## src/hdl/fcp_map.svh

```systemverilog
// constants of the flash command slice
`ifndef FCP_MAP_SVH
`define FCP_MAP_SVH
`define FCP_OP_CFG_WR    8'h11
`define FCP_OP_CFG_RD_A  8'h45
`define FCP_OP_CFG_RD_B  8'h15
`define FCP_OP_DPD       8'hb9
`define FCP_OP_REL       8'hab
`define FCP_OP_ID1       8'h90
`define FCP_OP_ID2       8'h92
`define FCP_OP_ID4       8'h94
`define FCP_ID_DEV_FIRST 8'h01
`define FCP_CFG_RST      8'h00
`define FCP_OP_BITS      6'h07
`define FCP_DATA_BITS    6'h08
`define FCP_ADDR_BITS    6'h18
`define FCP_ID4_BITS     6'h28
`define FCP_CLK_MHZ      40
`define FCP_TW_US        5000
`define FCP_TW_CYC       (`FCP_TW_US * `FCP_CLK_MHZ)
`define FCP_TDP_NS       3000
`define FCP_TDP_CYC      ((`FCP_TDP_NS * `FCP_CLK_MHZ + 999) / 1000)
`define FCP_RELEASE_DELAY_NS     8000
`define FCP_RELEASE_DELAY_CYC    ((`FCP_RELEASE_DELAY_NS * `FCP_CLK_MHZ + 999) / 1000)
`define FCP_RELEASE_AFTER_SIGNATURE_DELAY_NS     8000
`define FCP_RELEASE_AFTER_SIGNATURE_DELAY_CYC    ((`FCP_RELEASE_AFTER_SIGNATURE_DELAY_NS * `FCP_CLK_MHZ) / 1000)
`endif

```

## src/hdl/fcp_pkg.sv

```systemverilog
// types of the flash command slice
`default_nettype none
package fcp_pkg;
    typedef enum logic [2:0] {
        ST_IDLE = 3'h0,
        ST_CMD  = 3'h1,
        ST_ADDR = 3'h3,
        ST_DOUT = 3'h2,
        ST_DIN  = 3'h6,
        ST_HOLD = 3'h7,
        ST_IGN  = 3'h5
    } fcp_state_t;
    typedef enum logic [2:0] {
        CMD_NONE = 3'h0,
        CMD_CFGW = 3'h1,
        CMD_CFGR = 3'h2,
        CMD_DPD  = 3'h3,
        CMD_SIG  = 3'h4,
        CMD_ID   = 3'h5,
        CMD_ID4  = 3'h6
    } fcp_cmd_t;
endpackage : fcp_pkg
`default_nettype wire

```

## src/hdl/fcp_sync.sv

```systemverilog
// two-flop synchroniser for pin inputs
`timescale 1ns/1ps
`default_nettype none
module fcp_sync #(
    parameter int           W    = 1,   // number of bits
    parameter logic [W-1:0] INIT = '0   // value under reset
) (
    input  wire logic         clk,  // system clock
    input  wire logic         srst, // synchronous reset
    input  wire logic [W-1:0] d,    // asynchronous inputs
    output var  logic [W-1:0] q     // synchronised outputs
);
    genvar i;
    for (i = 0; i < W; i++)
    begin : g_bit
        logic meta_reg;
        always_ff @(posedge clk)
        begin
            if (srst)
            begin
                meta_reg <= INIT[i];
                q[i]     <= INIT[i];
            end
            else
            begin
                meta_reg <= d[i];
                q[i]     <= meta_reg;
            end
        end
    end
endmodule : fcp_sync
`default_nettype wire

```

## src/hdl/fcp_timer.sv

```systemverilog
// load-and-count-down timer for self-timed cycles
`timescale 1ns/1ps
`default_nettype none
module fcp_timer (
    input  wire logic        clk,  // system clock
    input  wire logic        srst, // synchronous reset
    input  wire logic        load, // start pulse
    input  wire logic [17:0] val,  // cycles until done
    output logic             busy, // counting
    output logic             done  // pulse, val cycles after load
);
    logic [17:0] cnt_reg;
    always_ff @(posedge clk)
    begin
        if (srst)
            cnt_reg <= 18'h00000;
        else if (load)
            cnt_reg <= val;
        else if (cnt_reg != 18'h00000)
            cnt_reg <= cnt_reg - 18'h00001;
    end
    assign busy = (cnt_reg != 18'h00000);
    assign done = (cnt_reg == 18'h00001);
endmodule : fcp_timer
`default_nettype wire

```

## src/hdl/fcp_core.sv

```systemverilog
// flash command slice: config register, deep power-down, id reads
`timescale 1ns/1ps
`default_nettype none
`include "fcp_map.svh"
module fcp_core #(
    parameter logic [17:0] TW_CYC    = 18'(`FCP_TW_CYC), // write cycle
    parameter logic [7:0]  MAKER_ID  = 8'h5a,  // arbitrary value
    parameter logic [7:0]  DEVICE_ID = 8'h3c   // arbitrary value
) (
    input  wire logic       CLK,      // system clock, 40 MHz
    input  wire logic       SRST,     // synchronous reset, high
    input  wire logic       CS_N,     // chip select pin, low active
    input  wire logic       SCLK,     // serial clock pin
    input  wire logic [3:0] IO_IN,    // data lines zero to three, in
    output logic      [3:0] IO_OUT,   // data lines, out
    output logic      [3:0] IO_OE_N,  // data line enables, low drives
    input  wire logic       WEL_SET,  // write enable command seen
    input  wire logic       BUSY_EXT, // program/erase/status cycle
    input  wire logic       QE,       // quad enable bit
    output logic            WRITE_IN_PROGRESS,      // write in progress
    output logic            WRITE_ENABLE_LATCH,      // write enable latch
    output logic      [7:0] CFG,      // config register
    output logic            DEEP_PD,  // deep power-down state
    output logic            STANDBY   // standby state
);

    function automatic logic [7:0] shift_in(input logic [7:0] s,
        input logic [3:0] io, input logic [2:0] ln);
        case (ln)
            3'h2:    shift_in = {s[5:0], io[1:0]};
            3'h4:    shift_in = {s[3:0], io};
            default: shift_in = {s[6:0], io[0]};
        endcase
    endfunction : shift_in

    function automatic logic [15:0] rot(input logic [15:0] s,
        input logic [2:0] ln);
        case (ln)
            3'h2:    rot = {s[13:0], s[15:14]};
            3'h4:    rot = {s[11:0], s[15:12]};
            default: rot = {s[14:0], s[15]};
        endcase
    endfunction : rot

    function automatic logic [3:0] pick(input logic [15:0] s,
        input logic [2:0] ln);
        case (ln)
            3'h2:    pick = {2'h0, s[15:14]};
            3'h4:    pick = s[15:12];
            default: pick = {2'h0, s[15], 1'b0};
        endcase
    endfunction : pick

    function automatic logic [3:0] lane_mask(input logic [2:0] ln);
        case (ln)
            3'h2:    lane_mask = 4'h3;
            3'h4:    lane_mask = 4'hf;
            default: lane_mask = 4'h2;
        endcase
    endfunction : lane_mask

    function automatic logic [2:0] lanes_of(input logic [7:0] op);
        if (op == `FCP_OP_ID2)
            lanes_of = 3'h2;
        else if (op == `FCP_OP_ID4)
            lanes_of = 3'h4;
        else
            lanes_of = 3'h1;
    endfunction : lanes_of

    function automatic fcp_pkg::fcp_cmd_t dec_op(input logic [7:0] op,
        input logic bsy, input logic dpd, input logic write_enable_latch,
        input logic qe);
        dec_op = fcp_pkg::CMD_NONE;
        if (op == `FCP_OP_REL)
        begin
            if (!bsy)
                dec_op = fcp_pkg::CMD_SIG;
        end
        else if (dpd)
            dec_op = fcp_pkg::CMD_NONE;
        else if (op == `FCP_OP_CFG_RD_A || op == `FCP_OP_CFG_RD_B)
            dec_op = fcp_pkg::CMD_CFGR;
        else if (bsy)
            dec_op = fcp_pkg::CMD_NONE;
        else if (op == `FCP_OP_CFG_WR)
            dec_op = write_enable_latch ? fcp_pkg::CMD_CFGW : fcp_pkg::CMD_NONE;
        else if (op == `FCP_OP_DPD)
            dec_op = fcp_pkg::CMD_DPD;
        else if (op == `FCP_OP_ID1 || op == `FCP_OP_ID2)
            dec_op = fcp_pkg::CMD_ID;
        else if (op == `FCP_OP_ID4 && qe)
            dec_op = fcp_pkg::CMD_ID4;
    endfunction : dec_op

    fcp_pkg::fcp_state_t state_reg;
    fcp_pkg::fcp_cmd_t   cmd_reg;
    fcp_pkg::fcp_cmd_t   dec;
    logic [5:0]  sy;
    logic        cs_n_s, sclk_s, cs_d_reg, sclk_d_reg;
    logic        sclk_rise, sclk_fall, cs_rise;
    logic [3:0]  io_s;
    logic [5:0]  bit_cnt_reg, cnt_next, end_bits;
    logic [7:0]  sh_reg, sh_next, id_sel_reg, id_byte;
    logic [2:0]  lanes_reg;
    logic [15:0] out_reg;
    logic [3:0]  io_out_reg, oe_reg;
    logic        op_done, addr_done, busy, dpd_any;
    logic        wr_start, tw_done, wip_reg, wel_reg;
    logic [7:0]  cfg_reg, cfg_new_reg;
    logic        dp_start, rel_start, pwr_busy, pwr_done;
    logic        ent_reg, dpd_reg, stby_reg;
    logic [17:0] pwr_val;

    // pins into the clock domain
    fcp_sync #(
        .W    (6),
        .INIT (6'h01)
    ) u_sync (
        .clk  (CLK),
        .srst (SRST),
        .d    ({IO_IN, SCLK, CS_N}),
        .q    (sy)
    );
    assign cs_n_s = sy[0];
    assign sclk_s = sy[1];
    assign io_s   = sy[5:2];

    always_ff @(posedge CLK)
    begin
        if (SRST)
        begin
            cs_d_reg   <= 1'b1;
            sclk_d_reg <= 1'b0;
        end
        else
        begin
            cs_d_reg   <= cs_n_s;
            sclk_d_reg <= sclk_s;
        end
    end
    assign sclk_rise = sclk_s & ~sclk_d_reg;
    assign sclk_fall = ~sclk_s & sclk_d_reg;
    assign cs_rise   = cs_n_s & ~cs_d_reg;

    assign busy     = wip_reg | BUSY_EXT;
    assign dpd_any  = dpd_reg | pwr_busy;
    assign sh_next  = shift_in(sh_reg, io_s, lanes_reg);
    assign cnt_next = bit_cnt_reg + {3'h0, lanes_reg};
    assign op_done  = (state_reg == fcp_pkg::ST_CMD) && sclk_rise
                      && (bit_cnt_reg == `FCP_OP_BITS);
    assign dec      = dec_op(sh_next, busy, dpd_any, wel_reg, QE);
    assign end_bits = (cmd_reg == fcp_pkg::CMD_ID4) ? `FCP_ID4_BITS
                                                     : `FCP_ADDR_BITS;
    assign addr_done = (state_reg == fcp_pkg::ST_ADDR) && sclk_rise
                       && (cnt_next == end_bits);
    assign id_byte  = (cmd_reg == fcp_pkg::CMD_ID4) ? id_sel_reg
                                                     : sh_next;

    // command sequencing
    always_ff @(posedge CLK)
    begin
        if (SRST || cs_n_s)
            state_reg <= fcp_pkg::ST_IDLE;
        else
        begin
            case (state_reg)
                fcp_pkg::ST_IDLE:
                    state_reg <= fcp_pkg::ST_CMD;
                fcp_pkg::ST_CMD:
                    if (op_done)
                    begin
                        case (dec)
                            fcp_pkg::CMD_CFGW:
                                state_reg <= fcp_pkg::ST_DIN;
                            fcp_pkg::CMD_CFGR:
                                state_reg <= fcp_pkg::ST_DOUT;
                            fcp_pkg::CMD_DPD:
                                state_reg <= fcp_pkg::ST_HOLD;
                            fcp_pkg::CMD_NONE:
                                state_reg <= fcp_pkg::ST_IGN;
                            default:
                                state_reg <= fcp_pkg::ST_ADDR;
                        endcase
                    end
                fcp_pkg::ST_ADDR:
                    if (addr_done)
                        state_reg <= fcp_pkg::ST_DOUT;
                fcp_pkg::ST_HOLD:
                    if (sclk_rise)
                        state_reg <= fcp_pkg::ST_IGN;
                default:
                    state_reg <= state_reg;
            endcase
        end
    end

    // bit capture on serial clock rise
    always_ff @(posedge CLK)
    begin
        if (SRST || cs_n_s)
        begin
            bit_cnt_reg <= 6'h00;
            sh_reg      <= 8'h00;
            lanes_reg   <= 3'h1;
            cmd_reg     <= fcp_pkg::CMD_NONE;
        end
        else if (op_done)
        begin
            bit_cnt_reg <= 6'h00;
            cmd_reg     <= dec;
            lanes_reg   <= lanes_of(sh_next);
        end
        else if (sclk_rise && state_reg != fcp_pkg::ST_DOUT
                 && state_reg != fcp_pkg::ST_IGN)
        begin
            bit_cnt_reg <= cnt_next;
            sh_reg      <= sh_next;
        end
    end

    // address byte of the id reads
    always_ff @(posedge CLK)
    begin
        if (SRST)
            id_sel_reg <= 8'h00;
        else if (state_reg == fcp_pkg::ST_ADDR && sclk_rise
                 && cnt_next == `FCP_ADDR_BITS)
            id_sel_reg <= sh_next;
    end

    // serial output on serial clock fall
    always_ff @(posedge CLK)
    begin
        if (SRST)
        begin
            out_reg    <= 16'h0000;
            io_out_reg <= 4'h0;
            oe_reg     <= 4'h0;
        end
        else if (cs_n_s)
            oe_reg <= 4'h0;
        else if (op_done && dec == fcp_pkg::CMD_CFGR)
            out_reg <= {cfg_reg, cfg_reg};
        else if (addr_done)
        begin
            if (cmd_reg == fcp_pkg::CMD_SIG)
                out_reg <= {DEVICE_ID, DEVICE_ID};
            else if (id_byte == `FCP_ID_DEV_FIRST)
                out_reg <= {DEVICE_ID, MAKER_ID};
            else
                out_reg <= {MAKER_ID, DEVICE_ID};
        end
        else if (state_reg == fcp_pkg::ST_DOUT && sclk_fall)
        begin
            io_out_reg <= pick(out_reg, lanes_reg);
            oe_reg     <= lane_mask(lanes_reg);
            out_reg    <= rot(out_reg, lanes_reg);
        end
    end
    assign IO_OUT  = io_out_reg;
    assign IO_OE_N = ~oe_reg;

    // config write cycle
    assign wr_start = cs_rise && (state_reg == fcp_pkg::ST_DIN)
                      && (bit_cnt_reg == `FCP_DATA_BITS);
    fcp_timer u_tw (
        .clk  (CLK),
        .srst (SRST),
        .load (wr_start),
        .val  (TW_CYC),
        .busy (),
        .done (tw_done)
    );
    always_ff @(posedge CLK)
    begin
        if (SRST)
            cfg_new_reg <= `FCP_CFG_RST;
        else if (wr_start)
            cfg_new_reg <= sh_reg;
    end
    always_ff @(posedge CLK)
    begin
        if (SRST)
            cfg_reg <= `FCP_CFG_RST;
        else if (tw_done)
            cfg_reg <= cfg_new_reg;
    end
    always_ff @(posedge CLK)
    begin
        if (SRST)
            wip_reg <= 1'b0;
        else if (wr_start)
            wip_reg <= 1'b1;
        else if (tw_done)
            wip_reg <= 1'b0;
    end
    // a new enable wins over the end-of-cycle clear
    always_ff @(posedge CLK)
    begin
        if (SRST)
            wel_reg <= 1'b0;
        else if (WEL_SET && !dpd_any)
            wel_reg <= 1'b1;
        else if (tw_done)
            wel_reg <= 1'b0;
    end

    // power-down entry and release
    assign dp_start  = cs_rise && (state_reg == fcp_pkg::ST_HOLD);
    assign rel_start = cs_rise && dpd_reg && (cmd_reg == fcp_pkg::CMD_SIG);
    always_comb
    begin
        if (state_reg == fcp_pkg::ST_HOLD)
            pwr_val = 18'(`FCP_TDP_CYC);
        else if (state_reg == fcp_pkg::ST_ADDR && bit_cnt_reg == 6'h00)
            pwr_val = 18'(`FCP_RELEASE_DELAY_CYC);
        else
            pwr_val = 18'(`FCP_RELEASE_AFTER_SIGNATURE_DELAY_CYC);
    end
    fcp_timer u_pwr (
        .clk  (CLK),
        .srst (SRST),
        .load (dp_start | rel_start),
        .val  (pwr_val),
        .busy (pwr_busy),
        .done (pwr_done)
    );
    always_ff @(posedge CLK)
    begin
        if (SRST)
            ent_reg <= 1'b0;
        else if (dp_start)
            ent_reg <= 1'b1;
        else if (rel_start)
            ent_reg <= 1'b0;
    end
    always_ff @(posedge CLK)
    begin
        if (SRST)
            dpd_reg <= 1'b0;
        else if (pwr_done)
            dpd_reg <= ent_reg;
    end
    always_ff @(posedge CLK)
    begin
        if (SRST)
            stby_reg <= 1'b1;
        else
            stby_reg <= cs_n_s & ~busy & ~dpd_any;
    end
    assign WRITE_IN_PROGRESS     = wip_reg;
    assign WRITE_ENABLE_LATCH     = wel_reg;
    assign CFG     = cfg_reg;
    assign DEEP_PD = dpd_reg;
    assign STANDBY = stby_reg;
endmodule : fcp_core
`default_nettype wire

```

## config.mk

```make
export PLATFORM = sky130hd
export DESIGN_NAME = fcp_core
export DESIGN_NICKNAME = d
export VERILOG_FILES = /design/src/hdl/fcp_pkg.sv /design/src/hdl/fcp_sync.sv /design/src/hdl/fcp_timer.sv /design/src/hdl/fcp_core.sv
export VERILOG_INCLUDE_DIRS = /design/src /design/src/hdl
export SDC_FILE = /design/constraint.sdc
export NUM_CORES = 1
export LEC_CHECK = 0
export ABC_AREA = 1
export BUFFER_PORTS_ARGS = -buffer_cell sky130_fd_sc_hd__buf_2
export CAP_MARGIN = 20
export CORE_MARGIN = 2
export CORE_UTILIZATION = 40
export CTS_CLUSTER_DIAMETER = 120
export DETAILED_ROUTE_END_ITERATION = 10
export PLACE_DENSITY_LB_ADDON = 0.3
export SYNTH_ARGS = -nofsm -noshare
export SYNTH_HDL_FRONTEND = slang
export SYNTH_HIERARCHICAL = 1
export SYNTH_SLANG_ARGS = --single-unit
```

## constraint.sdc

```tcl
create_clock -name CLK -period 5.13 [get_ports CLK]
set_clock_uncertainty 0.2 [all_clocks]
set_input_delay 1.026 -clock CLK [delete_from_list [all_inputs] [get_ports CLK]]
set_output_delay 1.026 -clock CLK [all_outputs]
set_load 0.05 [all_outputs]
```

== Word-level counts from Yosys, hierarchy flattened ==
Index checks and enable logic that the tools add are counted.

* Add/sub/neg operators: 3
* Equal/unequal tests: 32
* Muxes and demuxes: 38
* Bitwise logic cells: 18
* Reduce and logical (&&, ||, !) cells: 39

{| class="wikitable"
|+ Operators with widths
! cell !! count
|-
| two-way mux 18 bit || 4
|-
| two-way mux 16 bit || 3
|-
| two-way mux 3 bit || 14
|-
| equality test 8 bit, second input constant || 5
|-
| equality test 18 x 1 -> 1 bit, second input constant || 2
|-
| nonzero test 18 bit || 2
|-
| subtractor 18 x 1 -> 18 bit, second input constant || 2
|-
| one-hot mux 16 bit (2 select lines) || 1
|-
| two-way mux 15 bit || 2
|-
| one-hot mux 3 bit (4 select lines) || 2
|-
| equality test 8 x 5 -> 1 bit, second input constant || 2
|-
| logical AND 1 bit || 16
|-
| one-hot mux 4 bit (2 select lines) || 2
|-
| one-hot mux 8 bit (2 select lines) || 1
|-
| equality test 3 x 2 -> 1 bit, second input constant || 5
|-
| equality test 3 bit, second input constant || 5
|-
| nonzero test 2 bit || 5
|-
| two-way mux 9 bit || 1
|-
| NOT 1 bit || 9
|-
| equality test 8 x 1 -> 1 bit, second input constant || 1
|-
| equality test 8 x 7 -> 1 bit, second input constant || 1
|-
| two-way mux 8 bit || 1
|-
| AND reduction 4 bit || 2
|-
| adder 6 x 3 -> 6 bit || 1
|-
| 21 further kinds || 41
|}

* Register bits after elaboration: 126
* Bits of input ports: 11
* Output and inout bits: 20

== Longest topological paths before layout ==
* Depth in word-level cells: 16
* Gate-level depth with buffers: 21

== Hierarchy ==
The synthesis kept the hierarchy.

{| class="wikitable"
|+ By module, submodules not included
! module !! times used !! cells each !! area each (um^2)
|-
| fcp_core || 1 || 616 || 4,111.4
|-
| fcp_timer at u_tw || 1 || 193 || 1,206.2
|-
| fcp_timer at u_pwr || 1 || 190 || 1,186.1
|-
| fcp_sync || 1 || 38 || 345.3
|}

== Worst setup path before layout ==
No wires, ideal clock.

* Path type: reg2reg
* From: register lanes_reg[1]
* To: register out_reg[14]
* Setup time: 113 ps
* Arrival time: 2,271 ps
* Data required time: 4,817 ps
* Setup slack: 2,546 ps
* Stages on the path, launching flop included: 15
* Buffers on the path: 1
* Period minus slack after synthesis: 2,584 ps
* Cells stage by stage: dfxtp_1 inv_1 fa_1 o22ai_1 xor2_1 nor2_1 nand2_1 nand2_1 nand2_1 clkbuf_1 a21oi_1 nand2_1 o21ai_0 nor2_1 nor2_1

* Cells in the longest elaborated chain, start to end: 16
* Elaborated cells between the ends (all ways): 37

{| class="wikitable"
|+ RTL lines
! item !! line !! RTL
|-
| from (decl) || fcp_core.sv:105 || <nowiki>logic [2:0] lanes_reg;</nowiki>
|-
| from (signal assigned) || fcp_core.sv:212 || <nowiki>lanes_reg <= lanes_of(sh_next);</nowiki>
|-
| equality test 3 bit or equality test 3 x 2 -> 1 bit (tied branches) || fcp_core.sv:29, fcp_core.sv:38 ||
|-
| one-hot mux 8 bit (2 select lines) || fcp_core.sv:29 || <nowiki>case (ln)</nowiki>
|-
| equality test 8 bit (no source line) || n/a ||
|-
| logical AND 1 bit || fcp_core.sv:92 || <nowiki>else if (op == `FCP_OP_ID4 && qe)</nowiki>
|-
| two-way mux 3 bit || fcp_core.sv:92 ||
|-
| two-way mux 3 bit || fcp_core.sv:90 || <nowiki>else if (op == `FCP_OP_ID1 || op == `FCP_OP_ID2)</nowiki>
|-
| two-way mux 3 bit || fcp_core.sv:88 || <nowiki>else if (op == `FCP_OP_DPD)</nowiki>
|-
| two-way mux 3 bit || fcp_core.sv:86 || <nowiki>else if (op == `FCP_OP_CFG_WR)</nowiki>
|-
| two-way mux 3 bit || fcp_core.sv:84 || <nowiki>else if (bsy)</nowiki>
|-
| two-way mux 3 bit || fcp_core.sv:82 || <nowiki>else if (op == `FCP_OP_CFG_RD_A || op == `FCP_OP_CFG_RD_B)</nowiki>
|-
| two-way mux 3 bit || fcp_core.sv:80 || <nowiki>else if (dpd)</nowiki>
|-
| two-way mux 3 bit || fcp_core.sv:75 || <nowiki>if (op == `FCP_OP_REL)</nowiki>
|-
| equality test 3 x 2 -> 1 bit || fcp_core.sv:243 || <nowiki>else if (op_done && dec == fcp_pkg::CMD_CFGR)</nowiki>
|-
| logical AND 1 bit || fcp_core.sv:243 ||
|-
| nonzero test 3 bit (no source line) || n/a ||
|-
| AND reduction 2 bit (no source line) || n/a ||
|-
| to (signal assigned) || fcp_core.sv:244 || <nowiki>out_reg <= {cfg_reg, cfg_reg};</nowiki>
|-
| to (signal assigned) || fcp_core.sv:248 || <nowiki>out_reg <= {DEVICE_ID, DEVICE_ID};</nowiki>
|-
| to (signal assigned) || fcp_core.sv:250 || <nowiki>out_reg <= {DEVICE_ID, MAKER_ID};</nowiki>
|-
| to (decl) || fcp_core.sv:106 || <nowiki>logic [15:0] out_reg;</nowiki>
|}

Several ways; a longest one is shown, not always the timed one. The select of a mux whose other input is x is not followed.
A chain may end at the register's enable or synchronous reset.

== Worst setup path in the final report ==
* From: register lanes_reg[1]
* To: register out_reg[2]

The elaborated chain is that of the path after synthesis.

==> results.sh <==
export IMPL_r2r_slack_ns=1.43
export IMPL_finalHoldViolations=0
export IMPL_timing_setup_critical_path_class="reg -> reg"
export IMPL_cts_htree_levels=4
export IMPL_grt_usage=0.201
export IMPL_worst_setup_path_start_kind="flip-flop"
export IMPL_die_w_um=135
export IMPL_fmax_mhz=270
export IMPL_cts_tree="built"
export IMPL_critPathTopFamily="simple AND/OR/NAND/NOR gates"
export IMPL_report_final_slew_viol_count=0
export IMPL_min_path_type="reg -> reg"
export IMPL_port_buffers=30
export IMPL_critPathMaxStageDelay_ns=0.51
export IMPL_cts_sinks=125
export IMPL_route_vias_total=6494
export IMPL_io_pins=31
export IMPL_holdBufCountCts=0
export IMPL_ant_nets=0
export IMPL_cts_buffer_depth=2
export IMPL_ys_seq_area_frac=0.365
export IMPL_critPathMaxFanout=32
export IMPL_rows=47
export IMPL_register_area_sq_um=2500
export IMPL_grt_max_degree=33
export IMPL_clk_latency_ns=0.42
export IMPL_drt_iter0_markers=508
export IMPL_regToRegStartpoint="lanes_reg[1]$_SDFFE_PP0P_"
export IMPL_worstMarginPinSlew_ns=0.923
export IMPL_vdd_drop_max_v=0.000356
export IMPL_syn_cell_area_sq_um=6850
export IMPL_cp_cell_sequence="nand3_2 -> nand2_4 -> nor2_1 -> nor2_2 -> nand2_1 -> nor2_1 -> nand3_1 -> nand2_1 -> nand2_1 -> nand2_2 -> nand2_2 -> nor2_2 -> nand3_2 -> nand3_2 -> nand2_4 -> nor2_1 -> nor2_1"
export IMPL_dr_pass1_iters=5
export IMPL_min_from="u_sync/g_bit[3].meta_reg$_SDFF_PP0_"
export IMPL_routedWlPerCell_um=13.0
export IMPL_final_period_utilization=0.721
export IMPL_die_h_um=135
export IMPL_crit_reg2reg_capture="out_reg[2]$_SDFFE_PP0P_"
export IMPL_setup_tns_ns=0
export IMPL_fin_nets=1108
export IMPL_whs_endpoint="u_sync/q[3]$_SDFF_PP0_"
export IMPL_cp_required_ns=5.25
export IMPL_grt_pass1_wl_mm=29.3
export IMPL_period_minus_slack_ns=3.70
export IMPL_crit_arrival_ns=3.82
export IMPL_insertedDiodeCount=0
export IMPL_grt_pass1_vias=6059
export IMPL_rsz0062_at_grt="false"
export IMPL_setup_viol=0
export IMPL_status="completed"
export IMPL_fin_util=0.473
export IMPL_rr_worst_depth=17
export IMPL_endpoint_kind="flip-flop"
export IMPL_place_gp_congestion=0.865
export IMPL_synthCells=1037
export IMPL_die_area_sq_um=18200
export IMPL_overflow=0
export IMPL_ys_types=40
export IMPL_fillCellCount=1707
export IMPL_cp_num_buf_inv=0
export IMPL_hpwl_mm=12.2
export IMPL_clk_pin_slew_worst_paths_ns=0.06
export IMPL_yosysWarnings=6
export IMPL_slew_headroom=0.380
export IMPL_drcViolationCount=0
export IMPL_ys_seq_elements=125
export IMPL_cpMostUsedCell="nor2_1"
export IMPL_powerDensity_nw_per_um2=474
export IMPL_p_leak_nw=3.73
export IMPL_maxCapViolCount=0
export IMPL_antenna_found_initial=0
export IMPL_cts_root_buf="clkbuf_16"
export IMPL_core_sq_um=16600
export IMPL_syn_avg_cell_area_sq_um=6.60
export IMPL_area_growth_pct=15.0
export IMPL_post_cts_resize_count=0
export IMPL_slowest_stage="dfxtp_1"
export IMPL_multiInputGateArea_sq_um=3780
export IMPL_postCtsSetupRepairBufs=0
export IMPL_cts_buffers=17
export IMPL_viasPerCell=4.92
export IMPL_drt_total_wl_mm=17.2
export IMPL_start_util=0.412
export IMPL_holdPathStages=2
export IMPL_drive_above_1_share=0.104
worst register-to-register path, stage by stage, from the launching register on:
cell and delay, ns:
dfxtp_1 0.51, nand3_2 0.48, nand2_4 0.29, nor2_1 0.08, nor2_2 0.19, nand2_1 0.11
nor2_1 0.13, nand3_1 0.12, nand2_1 0.07, nand2_1 0.06, nand2_2 0.09, nand2_2 0.08
nor2_2 0.14, nand3_2 0.36, nand3_2 0.21, nand2_4 0.22, nor2_1 0.18, nor2_1 0.06
metal layers:
metal	vias up	routed length, um	global-route usage
met5	-	0	0
met4	0	310	0.0585
met3	27	935	0.0586
met2	157	7720	0.319
met1	2912	8250	0.266
li1	3398	-	-
cells by family (layout without fill, tap and decap cells):
| family | after synthesis | count (layout) | synth area share |
|---|---|---|---|
| xor+xnor | 18 | 18 | 0.0230 |
| simple gates | 547 | 547 | 0.359 |
| flops | 125 | 125 | 0.365 |
| other cells | 2 | 32 | 0.00110 |
| fa+ha+maj | 8 | 8 | 0.0157 |
| buf+inv | 164 | 198 | 0.0992 |
| compound gates | 173 | 173 | 0.137 |
per-stage QoR:
step	cells	setup WS, ns	hold WS, ns	power (mW)	cell area (sq um)
floorplan	1067	2.55	0.180	2.23	6960
global placement	1289	1.60	0.196	2.43	7240
detailed placement	1289	1.49	0.195	2.45	7240
CTS	1320	1.46	0.196	3.76	7870
global route	1321	1.03	0.214	4.02	7880
finish	1321	1.43	0.193	3.73	7880
power by group:
group	internal [mW]	switching, mW	total (mW)
clock network	0.848	0.452	1.30
registers	1.10	0.120	1.22
logic	0.403	0.807	1.21
total	2.35	1.38	3.73
synthesized netlist by cell type, drive strengths merged:
library cell / instances / area (sq um)
o21bai: 1 / 7.51
conb: 2 / 7.51
a21oi: 70 / 350
xor2: 16 / 140
xnor2: 2 / 17.5
clkbuf: 19 / 71.3
a31oi: 2 / 12.5
a211oi: 3 / 22.5
o211ai: 6 / 45.0
nand3: 70 / 400
o21a: 1 / 7.51
o22ai: 14 / 87.6
fa: 1 / 20.0
nand2: 254 / 988
nor3: 12 / 70.1
buf: 14 / 116
o21ai: 70 / 350
nand3b: 5 / 37.5
ha: 7 / 87.6
nand4: 11 / 81.3
nor2: 186 / 825
o221ai: 5 / 43.8
a41oi: 1 / 8.76
inv: 131 / 492
dfxtp: 125 / 2500
nor4: 7 / 43.8
and2: 2 / 12.5
cells in the final DEF (no fill, tap or decap), types with 17 or more instances in the layout:
| master | instances |
|---|---|
| nand2_1 | 244 |
| nor2_1 | 162 |
| inv_1 | 127 |
| dfxtp_1 | 125 |
| a21oi_1 | 70 |
| o21ai_0 | 66 |
| nand3_1 | 63 |
| conb_1 | 32 |
| buf_2 | 31 |
| clkbuf_16 | 17 |
area by class of cell:
cell class,instances,area share
Multi-Input combinational cell,778,0.480
Sequential cell,125,0.318
Inverter,131,0.0624
Clock buffer,21,0.0597
Tap cell,220,0.0349
Timing Repair Buffer,36,0.0245
Clock inverter,10,0.0205
how the worst max path moves through the flow:
stage / startpoint / endpoint / cells after the start / slack [ns]
after floorplan: lanes_reg[1]$_SDFFE_PP0P_ / out_reg[14]$_SDFFE_PP0P_ / 14 / 2.55
after global placement: lanes_reg[1]$_SDFFE_PP0P_ / out_reg[14]$_SDFFE_PP0P_ / 17 / 1.60
after detailed placement: lanes_reg[1]$_SDFFE_PP0P_ / out_reg[8]$_SDFFE_PP0P_ / 17 / 1.49
after CTS: lanes_reg[1]$_SDFFE_PP0P_ / out_reg[12]$_SDFFE_PP0P_ / 17 / 1.46
after global routing: lanes_reg[1]$_SDFFE_PP0P_ / out_reg[6]$_SDFFE_PP0P_ / 17 / 1.03
final: lanes_reg[1]$_SDFFE_PP0P_ / out_reg[2]$_SDFFE_PP0P_ / 17 / 1.43
Power figures use the tool's default switching activity.
